$ cat config.mk
export PLATFORM = sky130hd
export DESIGN_NAME = otc_odt_ctrl
export DESIGN_NICKNAME = d
export VERILOG_FILES = /design/src/core/otc_sync.v /design/src/core/otc_dline.v /design/src/core/otc_odt_ctrl.v
export VERILOG_INCLUDE_DIRS = /design/src /design/src/common
export SDC_FILE = /design/constraint.sdc
export NUM_CORES = 1
export LEC_CHECK = 0
export BUFFER_PORTS_ARGS = -buffer_cell sky130_fd_sc_hd__clkbuf_2
export CORE_ASPECT_RATIO = 0.75
export CORE_MARGIN = 2
export CORE_UTILIZATION = 33
export CTS_BUF_LIST = sky130_fd_sc_hd__clkbuf_4 sky130_fd_sc_hd__clkbuf_8
export DETAILED_ROUTE_END_ITERATION = 7
export PLACE_DENSITY = 0.5
export SYNTH_ARGS = -nofsm -noshare
export SYNTH_HDL_FRONTEND = slang
export SYNTH_SLANG_ARGS = --single-unit
export TNS_END_PERCENT = 100
$ cat constraint.sdc
create_clock -name pclk -period 7.3 [get_ports pclk]
set_clock_uncertainty 0.05 [all_clocks]
set_input_delay 1.825 -clock pclk [delete_from_list [all_inputs] [get_ports pclk]]
set_output_delay 1.825 -clock pclk [all_outputs]
set_load 0.005 [all_outputs]
$ cat src/common/otc_defs.vh
`ifndef OTC_DEFS_VH
`define OTC_DEFS_VH

// ==========================================================
// register offsets (byte addresses on the apb bus)
// ==========================================================
`define OTC_OFS_CTRL      8'h00
`define OTC_OFS_STATUS    8'h04

// ==========================================================
// control register fields
// ==========================================================
`define OTC_CTRL_CWL_LSB  0
`define OTC_CTRL_AL_LSB   4
`define OTC_CTRL_NOM_LSB  9
`define OTC_CTRL_WR_LSB   12
`define OTC_CTRL_BL_LSB   14
`define OTC_CTRL_DLL_BIT  16
`define OTC_CTRL_SR_BIT   17
`define OTC_CTRL_RST      32'h00010005

// burst length modes held in the bl field
`define OTC_BL_FIX8       2'h0
`define OTC_BL_OTF        2'h1
`define OTC_BL_FIX4       2'h2

// ==========================================================
// status register fields
// ==========================================================
`define OTC_ST_RTT_EN     0
`define OTC_ST_USE_WR     1
`define OTC_ST_VAL_LSB    2
`define OTC_ST_ODT        5
`define OTC_ST_DYN        6
`define OTC_ST_HOLD_ERR   7
`define OTC_ST_RD_ERR     8

// ==========================================================
// timing counts in ck cycles, delay line depth and pin width
// ==========================================================
`define OTC_LAT_SUB       6'h02
`define OTC_ODTH4         3'h4
`define OTC_ODTH8         3'h6
`define OTC_CWN4_ADD      6'h04
`define OTC_CWN8_ADD      6'h06
`define OTC_DEPTH         32
`define OTC_LAT_MAX       6'h1f
`define OTC_PIN_W         5

`endif

$ cat src/core/otc_sync.v
`include "otc_defs.vh"

// ==========================================================
// pin synchroniser: three flops, level taken when 2nd and 3rd agree
// ==========================================================
module otc_sync #(
    parameter W = `OTC_PIN_W
) (
    input  wire         pclk,
    input  wire         presetn,
    input  wire [W-1:0] pin_in,
    output reg  [W-1:0] pin_q
);

    reg [W-1:0] s1_q;   // metastability catcher, read only by s2_q
    reg [W-1:0] s2_q;   // second stage
    reg [W-1:0] s3_q;   // third stage, compared with second

    // a bit moves only when the two later stages agree, which filters a
    // single-cycle glitch at the cost of one extra cycle of latency
    always @(posedge pclk or negedge presetn) begin
        if (!presetn) begin
            s1_q  <= {W{1'b0}};
            s2_q  <= {W{1'b0}};
            s3_q  <= {W{1'b0}};
            pin_q <= {W{1'b0}};
        end else begin
            s1_q  <= pin_in;
            s2_q  <= s1_q;
            s3_q  <= s2_q;
            pin_q <= (s2_q & ~(s2_q ^ s3_q)) | (pin_q & (s2_q ^ s3_q));
        end
    end

endmodule

$ cat src/core/otc_dline.v
`include "otc_defs.vh"

// ==========================================================
// delay line counted in ck rising edges
// ==========================================================
module otc_dline (
    input  wire                   pclk,
    input  wire                   presetn,
    input  wire                   step,
    input  wire                   flush,
    input  wire                   bit_in,
    output reg  [`OTC_DEPTH-1:0]  line_q
);

    // index 0 holds the value taken at the latest ck edge; index n holds
    // the value taken n ck edges earlier, so any latency is a plain tap
    always @(posedge pclk or negedge presetn) begin
        if (!presetn) begin
            line_q <= {`OTC_DEPTH{1'b0}};
        end else if (flush) begin
            line_q <= {`OTC_DEPTH{1'b0}};
        end else if (step) begin
            line_q <= {line_q[`OTC_DEPTH-2:0], bit_in};
        end
    end

endmodule

$ cat src/core/otc_odt_ctrl.v
`include "otc_defs.vh"

module otc_odt_ctrl (
    input  wire        pclk,
    input  wire        presetn,
    // apb slave
    input  wire        psel,
    input  wire        penable,
    input  wire        pwrite,
    input  wire [7:0]  paddr,
    input  wire [31:0] pwdata,
    output reg  [31:0] prdata,
    output reg         pready,
    output reg         pslverr,
    // dram pins and read path, all from outside pclk's domain
    input  wire        ck,
    input  wire        odt,
    input  wire        wr_cmd,
    input  wire        wr_bc4,
    input  wire        rd_drive,
    // termination switch
    output reg         rtt_en,
    output reg         rtt_use_wr,
    output reg  [2:0]  rtt_value
);

    // ==========================================================
    // helpers
    // ==========================================================

    // or of the taps lo .. hi-1, the span in which a write holds rtt_wr
    function win_or;
        input [`OTC_DEPTH-1:0] v;
        input [5:0]            lo;
        input [5:0]            hi;
        integer                i;
        begin
            win_or = 1'b0;
            for (i = 0; i < `OTC_DEPTH; i = i + 1) begin
                if ((i >= lo) && (i < hi)) begin
                    win_or = win_or | v[i];
                end
            end
        end
    endfunction

    // keeps a latency inside the delay line
    function [5:0] clip;
        input [6:0] x;
        begin
            if (x > {1'b0, `OTC_LAT_MAX}) begin
                clip = `OTC_LAT_MAX;
            end else begin
                clip = x[5:0];
            end
        end
    endfunction

    // ==========================================================
    // pin synchronisation and ck edge detect
    // ==========================================================
    wire [`OTC_PIN_W-1:0] pin_s;      // synchronised pins
    reg                   ck_prev_q;  // last stable ck level
    wire                  ck_s;       // stable ck
    wire                  odt_s;      // stable odt
    wire                  wr_s;       // stable write command
    wire                  bc4_s;      // stable burst chop select
    wire                  rd_s;       // stable read-drive level
    wire                  ck_rise;    // one pclk per ck rising edge

    otc_sync #(
        .W (`OTC_PIN_W)
    ) u_sync (
        .pclk    (pclk),
        .presetn (presetn),
        .pin_in  ({rd_drive, wr_bc4, wr_cmd, odt, ck}),
        .pin_q   (pin_s)
    );

    assign ck_s  = pin_s[0];
    assign odt_s = pin_s[1];
    assign wr_s  = pin_s[2];
    assign bc4_s = pin_s[3];
    assign rd_s  = pin_s[4];

    // ck edges are found from the filtered level, so a noisy ck cannot
    // produce two steps of the pipelines per period
    always @(posedge pclk or negedge presetn) begin
        if (!presetn) begin
            ck_prev_q <= 1'b0;
        end else begin
            ck_prev_q <= ck_s;
        end
    end

    assign ck_rise = ck_s & ~ck_prev_q;

    // ==========================================================
    // register file
    // ==========================================================
    reg  [31:0] ctrl_q;      // latencies, strengths, modes
    reg         hold_err_q;  // odt dropped before hold was met
    reg         rd_err_q;    // read drive seen while odt path was on
    wire        acc;         // access phase, answer not yet given
    wire        take;        // edge at which the transfer completes
    wire        hit_ctrl;    // control register selected
    wire        hit_stat;    // status register selected
    wire        w1c_hold;    // software clear of hold error
    wire        w1c_rd;      // software clear of read error
    reg  [31:0] status;      // status word as read

    assign acc      = psel & penable & ~pready;
    assign take     = psel & penable & pready;
    assign hit_ctrl = (paddr == `OTC_OFS_CTRL);
    assign hit_stat = (paddr == `OTC_OFS_STATUS);
    assign w1c_hold = take & pwrite & hit_stat & pwdata[`OTC_ST_HOLD_ERR];
    assign w1c_rd   = take & pwrite & hit_stat & pwdata[`OTC_ST_RD_ERR];

    // one wait state: pready is set at the edge ending the first access
    // cycle and the transfer completes at the following edge
    always @(posedge pclk or negedge presetn) begin
        if (!presetn) begin
            pready  <= 1'b0;
            pslverr <= 1'b0;
            prdata  <= 32'h00000000;
        end else if (acc) begin
            pready  <= 1'b1;
            pslverr <= ~(hit_ctrl | hit_stat);
            if (pwrite) begin
                prdata <= 32'h00000000;
            end else if (hit_ctrl) begin
                prdata <= ctrl_q;
            end else if (hit_stat) begin
                prdata <= status;
            end else begin
                prdata <= 32'h00000000;
            end
        end else begin
            pready  <= 1'b0;
            pslverr <= 1'b0;
            prdata  <= 32'h00000000;
        end
    end

    // control register, written only at the completing edge
    always @(posedge pclk or negedge presetn) begin
        if (!presetn) begin
            ctrl_q <= `OTC_CTRL_RST;
        end else if (take & pwrite & hit_ctrl) begin
            ctrl_q <= {14'h0000, pwdata[17:0]};
        end
    end

    // ==========================================================
    // configuration decode
    // ==========================================================
    wire [3:0] cwl;       // cas write latency
    wire [4:0] al;        // additive latency
    wire [2:0] nom;       // nominal strength code
    wire [1:0] wrs;       // write strength code
    wire [1:0] bl_mode;   // fixed bl8, on the fly, fixed bc4
    wire       dll_on;    // dll enabled and locked
    wire       self_ref;  // self-refresh state
    wire       odt_on;    // termination feature enabled at all
    wire       dyn_on;    // dynamic odt enabled
    wire       active;    // odt pin is honoured
    wire [5:0] lat;       // odtlon = odtloff = odtlcnw
    wire [5:0] cwn4;      // return to nominal after bc4 write
    wire [5:0] cwn8;      // return to nominal after bl8 write
    wire       wr_is4;    // this write is a burst chop

    assign cwl      = ctrl_q[`OTC_CTRL_CWL_LSB +: 4];
    assign al       = ctrl_q[`OTC_CTRL_AL_LSB +: 5];
    assign nom      = ctrl_q[`OTC_CTRL_NOM_LSB +: 3];
    assign wrs      = ctrl_q[`OTC_CTRL_WR_LSB +: 2];
    assign bl_mode  = ctrl_q[`OTC_CTRL_BL_LSB +: 2];
    assign dll_on   = ctrl_q[`OTC_CTRL_DLL_BIT];
    assign self_ref = ctrl_q[`OTC_CTRL_SR_BIT];

    assign odt_on = (nom != 3'h0) | (wrs != 2'h0);
    assign dyn_on = (wrs != 2'h0);
    // synchronous timing only with dll locked; dll-off makes the block
    // ignore the odt pin and keep termination disabled
    assign active = odt_on & dll_on & ~self_ref;

    // latency includes al, so the internal odt is posted by al
    assign lat  = clip({3'h0, cwl} + {2'h0, al} - {1'b0, `OTC_LAT_SUB});
    assign cwn4 = clip({1'b0, lat} + {1'b0, `OTC_CWN4_ADD});
    assign cwn8 = clip({1'b0, lat} + {1'b0, `OTC_CWN8_ADD});

    // burst chop from the mode field, or from the command when on the fly
    assign wr_is4 = (bl_mode == `OTC_BL_FIX4) | ((bl_mode == `OTC_BL_OTF) & bc4_s);

    // ==========================================================
    // latency pipelines
    // ==========================================================
    reg  [31:0]            cfg_prev_q;  // config seen last cycle
    wire                   cfg_chg;     // cwl, al, strength or bl fields moved
    wire [`OTC_DEPTH-1:0]  odt_line;    // sampled odt history
    wire [`OTC_DEPTH-1:0]  w4_line;     // bc4 write history
    wire [`OTC_DEPTH-1:0]  w8_line;     // bl8 write history

    // a latency change empties the pipes: stale bits at new taps would
    // switch termination at times nobody asked for
    always @(posedge pclk or negedge presetn) begin
        if (!presetn) begin
            cfg_prev_q <= `OTC_CTRL_RST;
        end else begin
            cfg_prev_q <= ctrl_q;
        end
    end

    assign cfg_chg = (cfg_prev_q[15:0] != ctrl_q[15:0]);

    otc_dline u_odt_line (
        .pclk    (pclk),
        .presetn (presetn),
        .step    (ck_rise),
        .flush   (cfg_chg),
        .bit_in  (odt_s & active),
        .line_q  (odt_line)
    );

    otc_dline u_w4_line (
        .pclk    (pclk),
        .presetn (presetn),
        .step    (ck_rise),
        .flush   (cfg_chg),
        .bit_in  (wr_s & wr_is4 & dyn_on & active),
        .line_q  (w4_line)
    );

    otc_dline u_w8_line (
        .pclk    (pclk),
        .presetn (presetn),
        .step    (ck_rise),
        .flush   (cfg_chg),
        .bit_in  (wr_s & ~wr_is4 & dyn_on & active),
        .line_q  (w8_line)
    );

    // ==========================================================
    // termination outputs
    // ==========================================================
    reg       en_d;     // next termination on
    reg       use_wr_d; // next strength select
    reg [2:0] val_d;    // next strength code

    // strength and on/off are computed apart: a write only changes the
    // strength; the odt pin decides whether termination is on, a read drive forces it off
    always @* begin
        en_d     = odt_line[lat[4:0]] & active;
        use_wr_d = win_or(w4_line, lat, cwn4)
                 | win_or(w8_line, lat, cwn8);
        if (rd_s) begin
            en_d = 1'b0;
        end
        if (!use_wr_d) begin
            val_d = nom;
        end else begin
            val_d = {1'b0, wrs};
        end
        if (!en_d) begin
            val_d = 3'h0;
        end
    end

    always @(posedge pclk or negedge presetn) begin
        if (!presetn) begin
            rtt_en     <= 1'b0;
            rtt_use_wr <= 1'b0;
            rtt_value  <= 3'h0;
        end else begin
            rtt_en     <= en_d;
            rtt_use_wr <= use_wr_d & en_d;
            rtt_value  <= val_d;
        end
    end

    // ==========================================================
    // odt hold monitor
    // ==========================================================
    reg  [2:0] hold_q;    // ck edges left before odt may drop
    reg        odt_reg_q; // odt level taken at last ck edge
    reg  [2:0] hold_d;    // next hold count
    wire       set_hold;  // odt registered low too early
    wire       set_rd;    // read drive while odt still high

    // the device cannot enforce the controller's hold times; it flags a
    // breach so software can see it, counting from both the odt rise
    // and any write taken with odt high, whichever ends later
    always @* begin
        hold_d = hold_q;
        if (ck_rise) begin
            if (hold_q != 3'h0) begin
                hold_d = hold_q - 3'h1;
            end
            if (odt_s & ~odt_reg_q & (hold_d < `OTC_ODTH4)) begin
                hold_d = `OTC_ODTH4;
            end
            if (odt_s & wr_s) begin
                if (wr_is4 & (hold_d < `OTC_ODTH4)) begin
                    hold_d = `OTC_ODTH4;
                end else if (~wr_is4 & (hold_d < `OTC_ODTH8)) begin
                    hold_d = `OTC_ODTH8;
                end
            end
        end
    end

    assign set_hold = ck_rise & ~odt_s & odt_reg_q & (hold_q > 3'h1) & active;
    assign set_rd   = rd_s & odt_s & active;

    always @(posedge pclk or negedge presetn) begin
        if (!presetn) begin
            hold_q    <= 3'h0;
            odt_reg_q <= 1'b0;
        end else begin
            hold_q <= hold_d;
            if (ck_rise) begin
                odt_reg_q <= odt_s;
            end
        end
    end

    // sticky error flags; a new event beats a same-cycle clear
    always @(posedge pclk or negedge presetn) begin
        if (!presetn) begin
            hold_err_q <= 1'b0;
            rd_err_q   <= 1'b0;
        end else begin
            hold_err_q <= set_hold | (hold_err_q & ~w1c_hold);
            rd_err_q   <= set_rd | (rd_err_q & ~w1c_rd);
        end
    end

    // ==========================================================
    // status word
    // ==========================================================
    always @* begin
        status                                 = 32'h00000000;
        status[`OTC_ST_RTT_EN]                 = rtt_en;
        status[`OTC_ST_USE_WR]                 = rtt_use_wr;
        status[`OTC_ST_VAL_LSB +: 3]           = rtt_value;
        status[`OTC_ST_ODT]                    = odt_reg_q;
        status[`OTC_ST_DYN]                    = dyn_on;
        status[`OTC_ST_HOLD_ERR]               = hold_err_q;
        status[`OTC_ST_RD_ERR]                 = rd_err_q;
    end

endmodule

# Word level (Yosys, flattened, before mapping)
# Cells that the tools add are included.
dict set report classes {
  add_sub_neg 5
  reduce_logical 69
  multipliers 0
  eq_ne 4
  n_shift 0
  div 0
  magnitude_cmp 104
  n_mux 91
  bitwise_logic 116
}
# cell count
set op_table {}
lappend op_table {{32-bit 2-to-1 mux} 8}
lappend op_table {{5-bit by 6-bit less-than comparator with 1-bit output (first input constant)} 32}
lappend op_table {{5-bit by 6-bit greater-or-equal comparator with 1-bit output (first input constant)} 16}
lappend op_table {{4-bit by 6-bit less-than comparator with 1-bit output (first input constant)} 16}
lappend op_table {{1-bit 2-to-1 mux} 68}
lappend op_table {{1-bit OR} 68}
lappend op_table {{1-bit logical AND} 64}
lappend op_table {{4-bit by 6-bit greater-or-equal comparator with 1-bit output (first input constant)} 8}
lappend op_table {{3-bit by 6-bit less-than comparator with 1-bit output (first input constant)} 8}
lappend op_table {{1-bit AND} 34}
lappend op_table {{3-bit 2-to-1 mux} 9}
lappend op_table {{3-bit by 6-bit greater-or-equal comparator with 1-bit output (first input constant)} 4}
lappend op_table {{1-bit by 6-bit less-than comparator with 1-bit output (first input constant)} 4}
lappend op_table {{2-bit by 6-bit less-than comparator with 1-bit output (first input constant)} 4}
lappend op_table {{7-bit by 5-bit greater-than comparator with 1-bit output (second input constant)} 3}
lappend op_table {{18-bit 2-to-1 mux} 1}
lappend op_table {{6-bit 2-to-1 mux} 3}
lappend op_table {{16-bit != test} 1}
lappend op_table {{6-bit by 3-bit adder with 7-bit output (second input constant)} 2}
lappend op_table {{1-bit by 6-bit greater-or-equal comparator with 1-bit output (first input constant)} 2}
lappend op_table {{2-bit by 6-bit greater-or-equal comparator with 1-bit output (first input constant)} 2}
lappend op_table {{5-bit AND} 2}
lappend op_table {{3-bit less-than comparator (second input constant)} 3}
lappend op_table {{9-bit 2-to-1 mux} 1}
lappend op_table {{16 further kinds} 26}
dict set report totals {
  n_memories 0
  ff_bits 196
  rom_bits 0
  output_inout_bits 39
  latch_bits 0
  ram_bits 0
}

# Depth between registers and ports, before layout
# Gate-level depths: netlist of the first run.
dict set report logic_depth {
  ltp_word 75
  mapped_depth 15
  ltp_nobuf 13
}

# Modules after synthesis
# From an unflattened synthesis of the first run, not the netlist that was laid out.
dict set report hier_totals {
  hier_cells 821
  area_unflattened_um2 9027.4
}
# mod instances seq_area_each_um2 cells_per_inst area_per_inst_um2
set modules_own_cells {}
lappend modules_own_cells {otc_odt_ctrl 1 1657.8 487 4499.3}
lappend modules_own_cells {otc_dline 3 800.8 103 1323.8}
lappend modules_own_cells {otc_sync 1 500.5 25 556.8}

# Worst setup path after synthesis of the first run
# Ideal clock, no wire load.
dict set report synth_path {
  path_type {input-to-reg}
  from {input paddr[5]}
  to {register ctrl_q[11]}
  path_buffers 1
  setup_ns 0.125
  setup_slack_ns 3.603
  path_stages 5
  arrival_time_ns 3.522
  cell_sequence {nor4_1 nand2_1 nor3_1 clkbuf_1 mux2_2}
}
dict set report synth_via {
  elab_chain_cells 2
}
# item line_no
set synth_lines {}
lappend synth_lines {{start: declaration} otc_odt_ctrl.v:10} ;# input wire [7:0] paddr,
lappend synth_lines {{8-bit zero test (no source line)} --}
lappend synth_lines {{1-bit AND} otc_odt_ctrl.v:149} ;# end else if (take & pwrite & hit_ctrl) begin
lappend synth_lines {{end signal: assignment} otc_odt_ctrl.v:148} ;# ctrl_q <= `OTC_CTRL_RST;
lappend synth_lines {{end signal: assignment} otc_odt_ctrl.v:150} ;# ctrl_q <= {14'h0000, pwdata[17:0]};
lappend synth_lines {{end: declaration} otc_odt_ctrl.v:101} ;# reg [31:0] ctrl_q;
# No other way between the ends.
# A chain may end at the register's enable or synchronous reset.

# Final worst setup path of the first run
dict set report layout_path {
  from {register ctrl_q[5]}
  to {register rtt_value[1]}
}
dict set report layout_via {
  elab_chain_cells 75
  word_cells_on_any_way 303
  classes_between {add/sub (4); order compare (99); mux (72); bitwise (64); reduce/logical (64)}
}
# item line_no
set layout_lines {}
lappend layout_lines {{4-bit by 5-bit adder with 6-bit output *} otc_odt_ctrl.v:187} ;# assign lat = clip({3'h0, cwl} + {2'h0, al} - {1'b0, `OTC_LAT_SUB});
lappend layout_lines {{6-bit by 2-bit subtractor with 7-bit output *} otc_odt_ctrl.v:187}
lappend layout_lines {{7-bit by 5-bit greater-than comparator with 1-bit output} otc_odt_ctrl.v:51} ;# if (x > {1'b0, `OTC_LAT_MAX}) begin
lappend layout_lines {{6-bit 2-to-1 mux *} otc_odt_ctrl.v:51}
lappend layout_lines {{6-bit by 3-bit adder with 7-bit output, on equally long branches} {otc_odt_ctrl.v:188, otc_odt_ctrl.v:189}}
lappend layout_lines {{7-bit by 5-bit greater-than comparator with 1-bit output} otc_odt_ctrl.v:51}
lappend layout_lines {{6-bit 2-to-1 mux} otc_odt_ctrl.v:51}
lappend layout_lines {{1-bit by 6-bit less-than comparator with 1-bit output} otc_odt_ctrl.v:40} ;# if ((i >= lo) && (i < hi)) begin
lappend layout_lines {{[... 60 more ...]} --}
lappend layout_lines {{1-bit OR} otc_odt_ctrl.v:41} ;# win_or = win_or | v[i];
lappend layout_lines {{1-bit 2-to-1 mux} otc_odt_ctrl.v:40}
lappend layout_lines {{1-bit OR} otc_odt_ctrl.v:41}
lappend layout_lines {{1-bit 2-to-1 mux} otc_odt_ctrl.v:40}
lappend layout_lines {{1-bit OR} otc_odt_ctrl.v:254} ;# | win_or(w8_line, lat, cwn8);
lappend layout_lines {{3-bit 2-to-1 mux} otc_odt_ctrl.v:258} ;# if (!use_wr_d) begin
lappend layout_lines {{3-bit 2-to-1 mux *} otc_odt_ctrl.v:263} ;# if (!en_d) begin
lappend layout_lines {{named net val_d[1]} otc_odt_ctrl.v:247} ;# reg [2:0] val_d;
lappend layout_lines {{end signal: assignment} otc_odt_ctrl.v:276} ;# rtt_value <= val_d;
lappend layout_lines {{end: declaration} otc_odt_ctrl.v:24} ;# output reg [2:0] rtt_value
# The timed path passes the listed nets; every way through them passes the cells marked *. The select of a mux whose other input is x is not followed.

==> results of run 1 <==
flip-flops by register name, indices dropped and copies added, names as in the netlist, named ones only:
signal             count
rtt_use_wr             1
rtt_value              3
hold_q                 3
ctrl_q                18
rd_err_q               1
u_sync.s2_q            5
u_w4_line.line_q      31
u_odt_line.line_q     32
pready                 1
hold_err_q             1
pslverr                1
u_w8_line.line_q      31
prdata                18
rtt_en                 1
u_sync.s1_q            5
u_sync.s3_q            5
cfg_prev_q            16
odt_reg_q              1
ck_prev_q              1
power groups by stage:
stage | logic (mW) | registers [mW] | clock network (mW)
2_1_floorplan | 0.127 | 1.05 | 0
3_3_place_gp | 0.187 | 1.05 | 0
3_5_place_dp | 0.188 | 1.05 | 0
4_1_cts | 0.189 | 1.03 | 0.706
5_1_grt | 0.211 | 1.04 | 0.741
6_report | 0.186 | 1.03 | 0.682
Yosys cell counts (7+ instances only):
cell type	count
o21ai_0	36
ha_1	12
mux2i_1	18
a211oi_1	8
a21oi_1	120
buf_4	14
nor2b_1	7
nand4_1	8
dfrtp_1	175
mux2_2	15
and2_1	13
nand3_1	21
clkbuf_1	44
nor3_1	11
nand2_1	227
xor2_1	16
buf_2	8
inv_1	24
nor4_1	7
nor2_1	41
and3_1	7
a31oi_1	7
per-stage QoR:
| step | utilization (%) | cell area [µm²] |
|---|---|---|
| after floorplan | - | 8830 |
| after detailed placement | 35.9 | 9360 |
| after global routing | 37.4 | 9740 |
| final | 37.4 | 9740 |
| after global placement | 35.9 | 9360 |
| after CTS | 37.4 | 9740 |
final cells by class:
| type | count | area [µm²] |
|---|---|---|
| flip-flops and latches | 180 | 4510 |
| clock buffers | 22 | 284 |
| repair buffers | 73 | 407 |
| inverters | 24 | 90.1 |
| fillers | 2680 | 16300 |
| multi-input cells | 681 | 3920 |
| clock inverters | 10 | 101 |
| well taps | 344 | 430 |
metal layers:
layer  part of all wire, %  up-vias
met5                     0        -
met4                  0.94        0
met3                   5.2       15
met2                    40      177
met1                    54     3286
li1                      -     3291
path summary, 6_finish.rpt:
path	startpoint	slack, ps	end
max	ctrl_q[5]	2900	rtt_value[1]
min	u_sync.s1_q[3]	300	u_sync.s2_q[3]
max reg2reg	ctrl_q[5]	2900	rtt_value[1]
min reg2reg	u_sync.s1_q[3]	300	u_sync.s2_q[3]
max in group asynchronous	presetn	4600	prdata[0]
min in group asynchronous	presetn	1310	u_w4_line.line_q[5]
logic make-up after synthesis:
kind of cell               synth area share, %
AOI/OAI and AO/OA                         15.4
other                                   0.0427
buffers and inverters                     4.90
adders and majority gates                 2.51
and+or+nand+nor                           18.4
xor gates and xnor gates                  1.98
muxes                                     5.38
DFF                                       51.4
worst max-delay path, cell delays in order, from the launching register on:
cell,delay [ps]
dfrtp_1,460
inv_1,80
ha_1,280
inv_1,40
ha_1,230
fa_1,490
buf_4,390
inv_1,360
nand2_1,240
o21ai_0,120
or4_4,490
a211oi_2,190
o211ai_1,150
nor4_4,510
mux2i_1,240
==> impl_metrics.toml, run 1 <==
[status]
status = "finished clean"

[cells_and_area]
fin_cells = 1334
area_growth_syn_to_layout_pct = 10.9
final_common_cell = "nand2_1"
layout_common_cells = "227 x nand2_1, 175 x dfrtp_1, 120 x a21oi_1, 59 x clkbuf_2, 41 x nor2_1"
diodes = 0
drive_gt1_share_pct = 15.1
nets = 1040

[grt]
met2_usage_pct = 22.3
antenna_found_initial = 0
grt_pass1_vias = 6553
top_usage_layer = "met1"
grt_use_met3_pct = 3.36
gr-total-overflow = 0
grt_usage_pct = 17.2
grt_max_degree = 101
grt_first_pass_wirelength_um = 37300
met1_usage_pct = 28.3

[power]
leakage_nw = 4.33
p_per_area_nw_per_um2 = 195
finalPower_mw = 1.90
p_int_mw = 1.37
pwr-share-clk_pct = 35.9
power_switching_share_pct = 28.1
pwr-share-comb_pct = 9.8
peakVddDrop_mv = 0.112
p_switching_uw = 533
pwr-share-seq_pct = 54.3

[sta]
max_slew_margin_pct = 29.7
finalCritPeriodShare_pct = 60.3
setup_viol = 0
tightest_slew_ps = 1050
rsz0062_at_grt = "false"
fmax_mhz = 227
min_period_ps = 4400
fin_tns_setup_ps = 0
setup_ws_ps = 2900
slew_violations = 0
hold_viol_final = 0
hold_slack_ps = 303

[synthesis]
ys.flop_type = "dfrtp_1"
ys_warn_count = 0
async_flop_share_pct = 100
synth_edf_count = 0
synthTopCellsByArea = "dfrtp_1 50%, nand2_1 9.7%, a21oi_1 6.8%"
yosysUniqueCellTypes = 74
syn-mean-instance-area_um2 = 9.30
yosysSeqAreaShare_pct = 51.4
syn-cell-area_um2 = 8780
synth.largest_area_cell = "dfrtp_1"
synth_cells = 944
yosysTopAreaCellShare_pct = 49.9
ys_seq_elements = 180

[placed_design]
post-place-ws_ps = 2910
dpl.hpwl_um = 14800
dpl.cell_count = 1302
port_buffers = 60
gp_congestion = 0.830

[clock_tree]
h-tree-depth = 4
cts_tree = "done"
clk_pin_slew_ps = 100
clkLatencyLatePin_ps = 480
cts_buffers = 17
hold_buffers = 0
cts-root-buf = "clkbuf_8"
cts.sinks = 180
cts_setup_buffers = 0
cts_resized = 0
cts_buffer_depth = 2

[drt]
drt_first_iter_violations = 523
postRouteAntennaNets = 0
drt_drc_violations_left = 0
viasPerCell = 5.07
routedWlPerCell_um = 17.1
num_vias = 6769
firstDrtPassIters = 5
drt-total-wl_um = 22800

[critical_path]
crit_type = "reg -> reg"
cp_data_arrival_time_ps = 4760
path_max_fanout = 39
cp.required_ps = 7660
cp-end-kind = "register"
worst-r2r-cell-count = 14
crit_path_start_kind = "register"

[hold_path]
min_path_type = "reg -> reg"
min_path_cells = 0

[floorplan]
pin_count = 89
die_area_um2 = 28000
die_x_um = 192
start_util_pct = 33.7
die_h_um = 145
num_rows = 51
core_area_um2 = 26000

[run]
drv_cap = 0
(Power assumes the default switching activity.)
==> run 2, diff against run 1 <==
--- a/config.mk
+++ b/config.mk
@@ -12,7 +12,7 @@
 export CORE_UTILIZATION = 33
 export CTS_BUF_LIST = sky130_fd_sc_hd__clkbuf_4 sky130_fd_sc_hd__clkbuf_8
 export DETAILED_ROUTE_END_ITERATION = 7
-export PLACE_DENSITY = 0.5
+export PLACE_DENSITY = 0.51
 export SYNTH_ARGS = -nofsm -noshare
 export SYNTH_HDL_FRONTEND = slang
 export SYNTH_SLANG_ARGS = --single-unit
==> constraint.sdc (replaced) <==
create_clock -name pclk -period 3.9 [get_ports pclk]
set_clock_uncertainty 0.05 [all_clocks]
set_input_delay 0.975 -clock pclk [delete_from_list [all_inputs] [get_ports pclk]]
set_output_delay 0.975 -clock pclk [all_outputs]
set_load 0.005 [all_outputs]
==> impl_metrics.toml, run 2 (synthesis results as in run 1) <==
[floorplan]
die_x_um = 192
num_rows = 51
die_h_um = 145
core_area_um2 = 26000
pin_count = 89
die_area_um2 = 28000
start_util_pct = 33.7

[critical_path]
path_cells = "inv_1 > ha_1 > inv_1 > fa_2 > clkbuf_16 > or3b_1 > a21o_1 > a32oi_1 > nand4b_1 > a211oi_2 > o211ai_1 > nor4_4 > buf_4 > mux2i_1"
crit_type = "reg -> reg"
cp-end-kind = "register"
cp.required_ps = 4260
cpMostUsedCell = "inv_1"
worst_path_max_delay_cell = "dfstp_2"
crit_path_start_kind = "register"
cp_data_arrival_time_ps = 4020
slowest_delay_ps = 580
path_max_fanout = 5

[placed_design]
dpl.hpwl_um = 15200
post_dp_cell_area_um2 = 9560
post-place-ws_ps = 128
gp_congestion = 0.870
dpl.cell_count = 1319
port_buffers = 60

[drt]
routedWlPerCell_um = 17.1
drt-total-wl_um = 23200
drt_first_iter_violations = 612
viasPerCell = 5.10
drt_drc_violations_left = 0
num_vias = 6900
postRouteAntennaNets = 0
firstDrtPassIters = 5

[sta]
max_slew_margin_pct = 26.6
slew_violations = 0
setup_ws_ps = 240
min_period_ps = 3660
fmax_mhz = 273
fin_tns_setup_ps = 0
finalCritPeriodShare_pct = 93.8
hold_viol_final = 0
setup_viol = 0
hold_slack_ps = 303
tightest_slew_ps = 1100
rsz0062_at_grt = "false"

[cells_and_area]
area_growth_syn_to_layout_pct = 14.2
nets = 1059
drive_gt1_share_pct = 17.6
top_register = "u_odt_line.line_q"
largest_reg_flops = 32
fin_util_pct = 38.5
final_common_cell = "nand2_1"
diodes = 0
fillers = 2656
reg_top3 = "u_odt_line.line_q (32), u_w4_line.line_q (31), u_w8_line.line_q (31)"
fin_cells = 1352
fin_area_um2 = 10000
layout_common_cells = "227 x nand2_1, 175 x dfrtp_1, 119 x a21oi_1, 59 x clkbuf_2, 40 x nor2_1"

[grt]
gr-total-overflow = 0
grt_usage_pct = 16.9
met1_usage_pct = 28.2
grt_first_pass_wirelength_um = 37100
met2_usage_pct = 21.6
top_usage_layer = "met1"
antenna_found_initial = 0
grt_use_met3_pct = 3.99
grt_pass1_vias = 6468
grt_max_degree = 96

[power]
peakVddDrop_mv = 0.206
leakage_nw = 4.47
finalPower_mw = 3.61
p_per_area_nw_per_um2 = 360

[clock_tree]
cts_tree = "done"
clk_pin_slew_ps = 100
cts_buffer_depth = 2
cts.sinks = 180
cts_buffers = 17
cts-root-buf = "clkbuf_8"
clkLatencyLatePin_ps = 480
h-tree-depth = 4

[run]
drv_cap = 0

[hold_path]
min_path_type = "reg -> reg"

[status]
status = "finished clean"
## run 2: changes by cell type in the layout (fill, tap and decap cells not counted), sizes merged
cell      previous run  this run
buf                 13        31
clkbuf              82        79
clkinv               2         4
clkinvlp             6         3
inv                 25        28
bufinv               1         2
## run 2: area by class of cell
type / count / area, µm² / area share, %
sequential: 180 / 4510 / 45.0
tap: 344 / 430 / 4.29
inverter: 24 / 90.1 / 0.898
clock inverter: 13 / 151 / 1.51
clock buffer: 18 / 241 / 2.41
timing repair buffer: 92 / 646 / 6.44
multi-input combinational: 681 / 3960 / 39.5
## run 2: power breakdown
| group | leakage (nW) | switching (mW) | internal, mW |
|---|---|---|---|
| clock | 0.191 | 0.728 | 0.584 |
| combinational | 1.91 | 0.255 | 0.108 |
| sequential | 2.37 | 0.0327 | 1.90 |
| total | 4.47 | 1.02 | 2.59 |
## run 2: what timing repair did
item                       in CTS  in global routing
resized for setup               0                 12
setup endpoints to repair       0                  4
setup buffers                   0                  1
hold buffers                    0                  0
## run 2: worst max-delay path: cells and delay by family, from the launching register on
kind / cells / cell delay (ps)
flip-flops: 1 / 580
AO/OA/AOI/OAI: 4 / 760
adder cells (fa/ha/maj): 2 / 800
AND/OR/NAND/NOR: 3 / 670
buffers and inverters: 4 / 550
multiplexers: 1 / 180
## run 2: final timing paths
check	to	slack (ps)	cells past startpoint	startpoint
max	rtt_value[1]	240	14	ctrl_q[2]
min	u_sync.s2_q[4]	300	0	u_sync.s1_q[4]
max reg2reg	rtt_value[1]	240	14	ctrl_q[2]
min reg2reg	u_sync.s2_q[4]	300	0	u_sync.s1_q[4]
max in group asynchronous	u_w4_line.line_q[25]	2530	2	presetn
min in group asynchronous	u_w8_line.line_q[4]	420	1	presetn
## run 2: layer usage
| layer | wire length [µm] | vias up |
|---|---|---|
| met3 | 1210 | 13 |
| met1 | 12600 | 3393 |
| li1 | - | 3334 |
| met2 | 9220 | 160 |
| met4 | 194 | 0 |
| met5 | 0 | - |
==> run 3, diff against run 2 <==
--- a/config.mk
+++ b/config.mk
@@ -6,6 +6,7 @@
 export SDC_FILE = /design/constraint.sdc
 export NUM_CORES = 1
 export LEC_CHECK = 0
+export ABC_AREA = 1
 export BUFFER_PORTS_ARGS = -buffer_cell sky130_fd_sc_hd__clkbuf_2
 export CORE_ASPECT_RATIO = 0.75
 export CORE_MARGIN = 2
==> impl_metrics.toml, run 3 <==
[status]
status = "finished clean"

[critical_path]
crit_path_start_kind = "register"
path_cells = "inv_2 > ha_1 > inv_1 > ha_2 > fa_2 > nand2_1 > nand2_1 > nand3_2 > nand2_4 > nor2_8 > nand3_4 > nand2_2 > nand2_1 > nor3_1 > o21ai_1 > nor2_1 > nand2_1 > nor2_4 > nand2_1 > and2_1"
cp_data_arrival_time_ps = 4040
cpMostUsedCell = "nand2_1"
path_depth = 20
cp-end-kind = "register"
crit_buf_inv = 2
path_max_fanout = 7
worst-r2r-cell-count = 20
worst_path_max_delay_cell = "fa_2"
r2r-end = "rtt_use_wr"
critPathTopFamily = "simple AND/OR/NAND/NOR gates"
reg2reg_slack_ps = 190
r2r-start = "ctrl_q[5]"
crit_type = "reg -> reg"
cp.required_ps = 4230
slowest_delay_ps = 450

[grt]
antenna_found_initial = 0
grt_usage_pct = 17.7
grt_pass1_vias = 6930
grt_max_degree = 76
grt_first_pass_wirelength_um = 39300
gr-total-overflow = 0

[power]
p_per_area_nw_per_um2 = 344
finalPower_mw = 3.62
peakVddDrop_mv = 0.204
leakage_nw = 4.86

[drt]
postRouteAntennaNets = 0
drt-total-wl_um = 24800
drt_drc_violations_left = 0
viasPerCell = 4.91
routedWlPerCell_um = 16.1
num_vias = 7556
drt_first_iter_violations = 689
firstDrtPassIters = 5

[synthesis]
ys_warn_count = 0
synth_edf_count = 0
yosysUniqueCellTypes = 50
ys_seq_elements = 180
syn-mean-instance-area_um2 = 8.24
yosysSeqAreaShare_pct = 50.9
synth_cells = 1076
netlist_top_cells_count = "304 x nand2_1, 175 x dfrtp_1, 120 x a21oi_1, 97 x nor2_1, 72 x inv_1"
async_flop_share_pct = 100
syn-cell-area_um2 = 8870
synthTopCellsByArea = "dfrtp_1 49%, nand2_1 13%, a21oi_1 6.8%"
synth.largest_area_cell = "dfrtp_1"
ys.flop_type = "dfrtp_1"
yosysTopAreaCellShare_pct = 49.4
synth.most_common_cell = "nand2_1"

[cells_and_area]
area_growth_syn_to_layout_pct = 18.5
top_register = "u_odt_line.line_q"
fin_cells = 1540
diodes = 0
nets = 1246
final_common_cell = "nand2_1"
layout_common_cells = "296 x nand2_1, 175 x dfrtp_1, 119 x a21oi_1, 88 x nor2_1, 71 x inv_1"
drive_gt1_share_pct = 20.0
reg_top3 = "u_odt_line.line_q (32), u_w4_line.line_q (31), u_w8_line.line_q (31)"
largest_reg_flops = 32

[floorplan]
pin_count = 89
die_area_um2 = 28200
start_util_pct = 33.9
num_rows = 51
core_area_um2 = 26200
die_x_um = 193
die_h_um = 146

[sta]
finalCritPeriodShare_pct = 95.2
tightest_slew_ps = 671
hold_viol_final = 0
max_slew_margin_pct = 55.2
slew_violations = 0
setup_viol = 0
min_period_ps = 3710
setup_ws_ps = 189
fin_tns_setup_ps = 0
fmax_mhz = 269

[clock_tree]
clkLatencyLatePin_ps = 500
clk_pin_slew_ps = 100
h-tree-depth = 4
cts-root-buf = "clkbuf_8"
cts.sinks = 180
cts_buffers = 17
cts_buffer_depth = 2
cts_tree = "done"

[hold_path]
min_path_cells = 0
min_path_type = "reg -> reg"
min_to = "u_sync.s2_q[1]"
hp-start = "u_sync.s1_q[1]"

[placed_design]
post-place-ws_ps = 27.0
gp_congestion = 0.944
dpl.cell_count = 1494
dpl.hpwl_um = 17800
port_buffers = 60

[run]
drv_cap = 0
[run 3: cell count changes in the layout (fill, tap and decap cells not counted), sizes merged, moves of 8 or more]
cell | before | now
nand4 | 8 | 18
buf | 31 | 66
mux2i | 18 | 0
o21ai | 36 | 44
mux2 | 16 | 4
a211oi | 9 | 0
and2 | 13 | 2
nor2 | 42 | 107
nand2 | 228 | 312
inv | 28 | 85
xnor2 | 2 | 13
nand3 | 22 | 75
xor2 | 17 | 4
[run 3: worst max path at each step]
stage | start | end | slack [ps]
2_1_floorplan | ctrl_q[2] | rtt_use_wr | 590
3_3_place_gp | ctrl_q[2] | rtt_use_wr | -8
3_5_place_dp | ctrl_q[2] | rtt_use_wr | 30
4_1_cts | ctrl_q[5] | rtt_use_wr | 10
5_1_grt | ctrl_q[5] | rtt_use_wr | -20
6_report | ctrl_q[5] | rtt_use_wr | 190
[run 3: layer usage]
layer / vias up / part of all wire (%) / GRT usage (%)
li1: 3693 / - / -
met1: 3671 / 53 / 28.5
met2: 171 / 41 / 23.3
met3: 21 / 5.0 / 3.66
met4: 0 / 1.6 / 4.81
met5: - / 0 / 0
[run 3: timing repair]
action,4_1_cts,5_1_grt
pin swaps,1,9
endpoints found under the setup margin,1,5
hold buffers,0,0
resized for setup,0,37
gates cloned,0,2
setup buffers,1,11
[run 3: kinds of logic (layout without fill, tap and decap cells)]
logic type / after synthesis / in the layout / share of synthesized area, %
muxes: 4 / 4 / 0.508
DFF: 180 / 180 / 50.9
and+or+nand+nor: 538 / 539 / 26.6
buffers and inverters: 136 / 242 / 6.57
other: 1 / 14 / 0.0423
adders and majority gates: 18 / 18 / 2.48
xor gates and xnor gates: 17 / 17 / 1.76
AOI/OAI and AO/OA: 182 / 182 / 11.1
[run 3: layout make-up]
class	instances	area, µm²
repair buffers	127	883
well taps	344	430
inverters	83	312
fillers	2746	15700
clock inverters	13	144
flip-flops and latches	180	4510
multi-input cells	774	3980
clock buffers	19	249
[run 3: report_power, final]
| group | leakage, nW | internal, mW | total, mW | switching, mW |
|---|---|---|---|---|
| Sequential | 2.31 | 1.90 | 1.93 | 0.0276 |
| Clock | 0.197 | 0.543 | 1.30 | 0.762 |
| Combinational | 2.34 | 0.111 | 0.385 | 0.273 |
[run 3: stage by stage]
stage / hold slack (ps) / cell area, µm² / util, %
after floorplan: 281 / 8920 / -
after global placement: 281 / 9840 / 37.6
after detailed placement: 287 / 9840 / 37.6
after CTS: 313 / 10200 / 39.2
after global routing: 319 / 10500 / 40.2
final: 308 / 10500 / 40.2
[run 3: worst reg2reg max path, cell delays in order (launching register included)]
cell and delay (ps):
dfrtp_1 380, inv_2 60, ha_1 260, inv_1 40
ha_2 200, fa_2 450, nand2_1 90, nand2_1 70
nand3_2 90, nand2_4 100, nor2_8 240, nand3_4 180
nand2_2 130, nand2_1 200, nor3_1 240, o21ai_1 100
nor2_1 160, nand2_1 130, nor2_4 180, nand2_1 100
and2_1 160
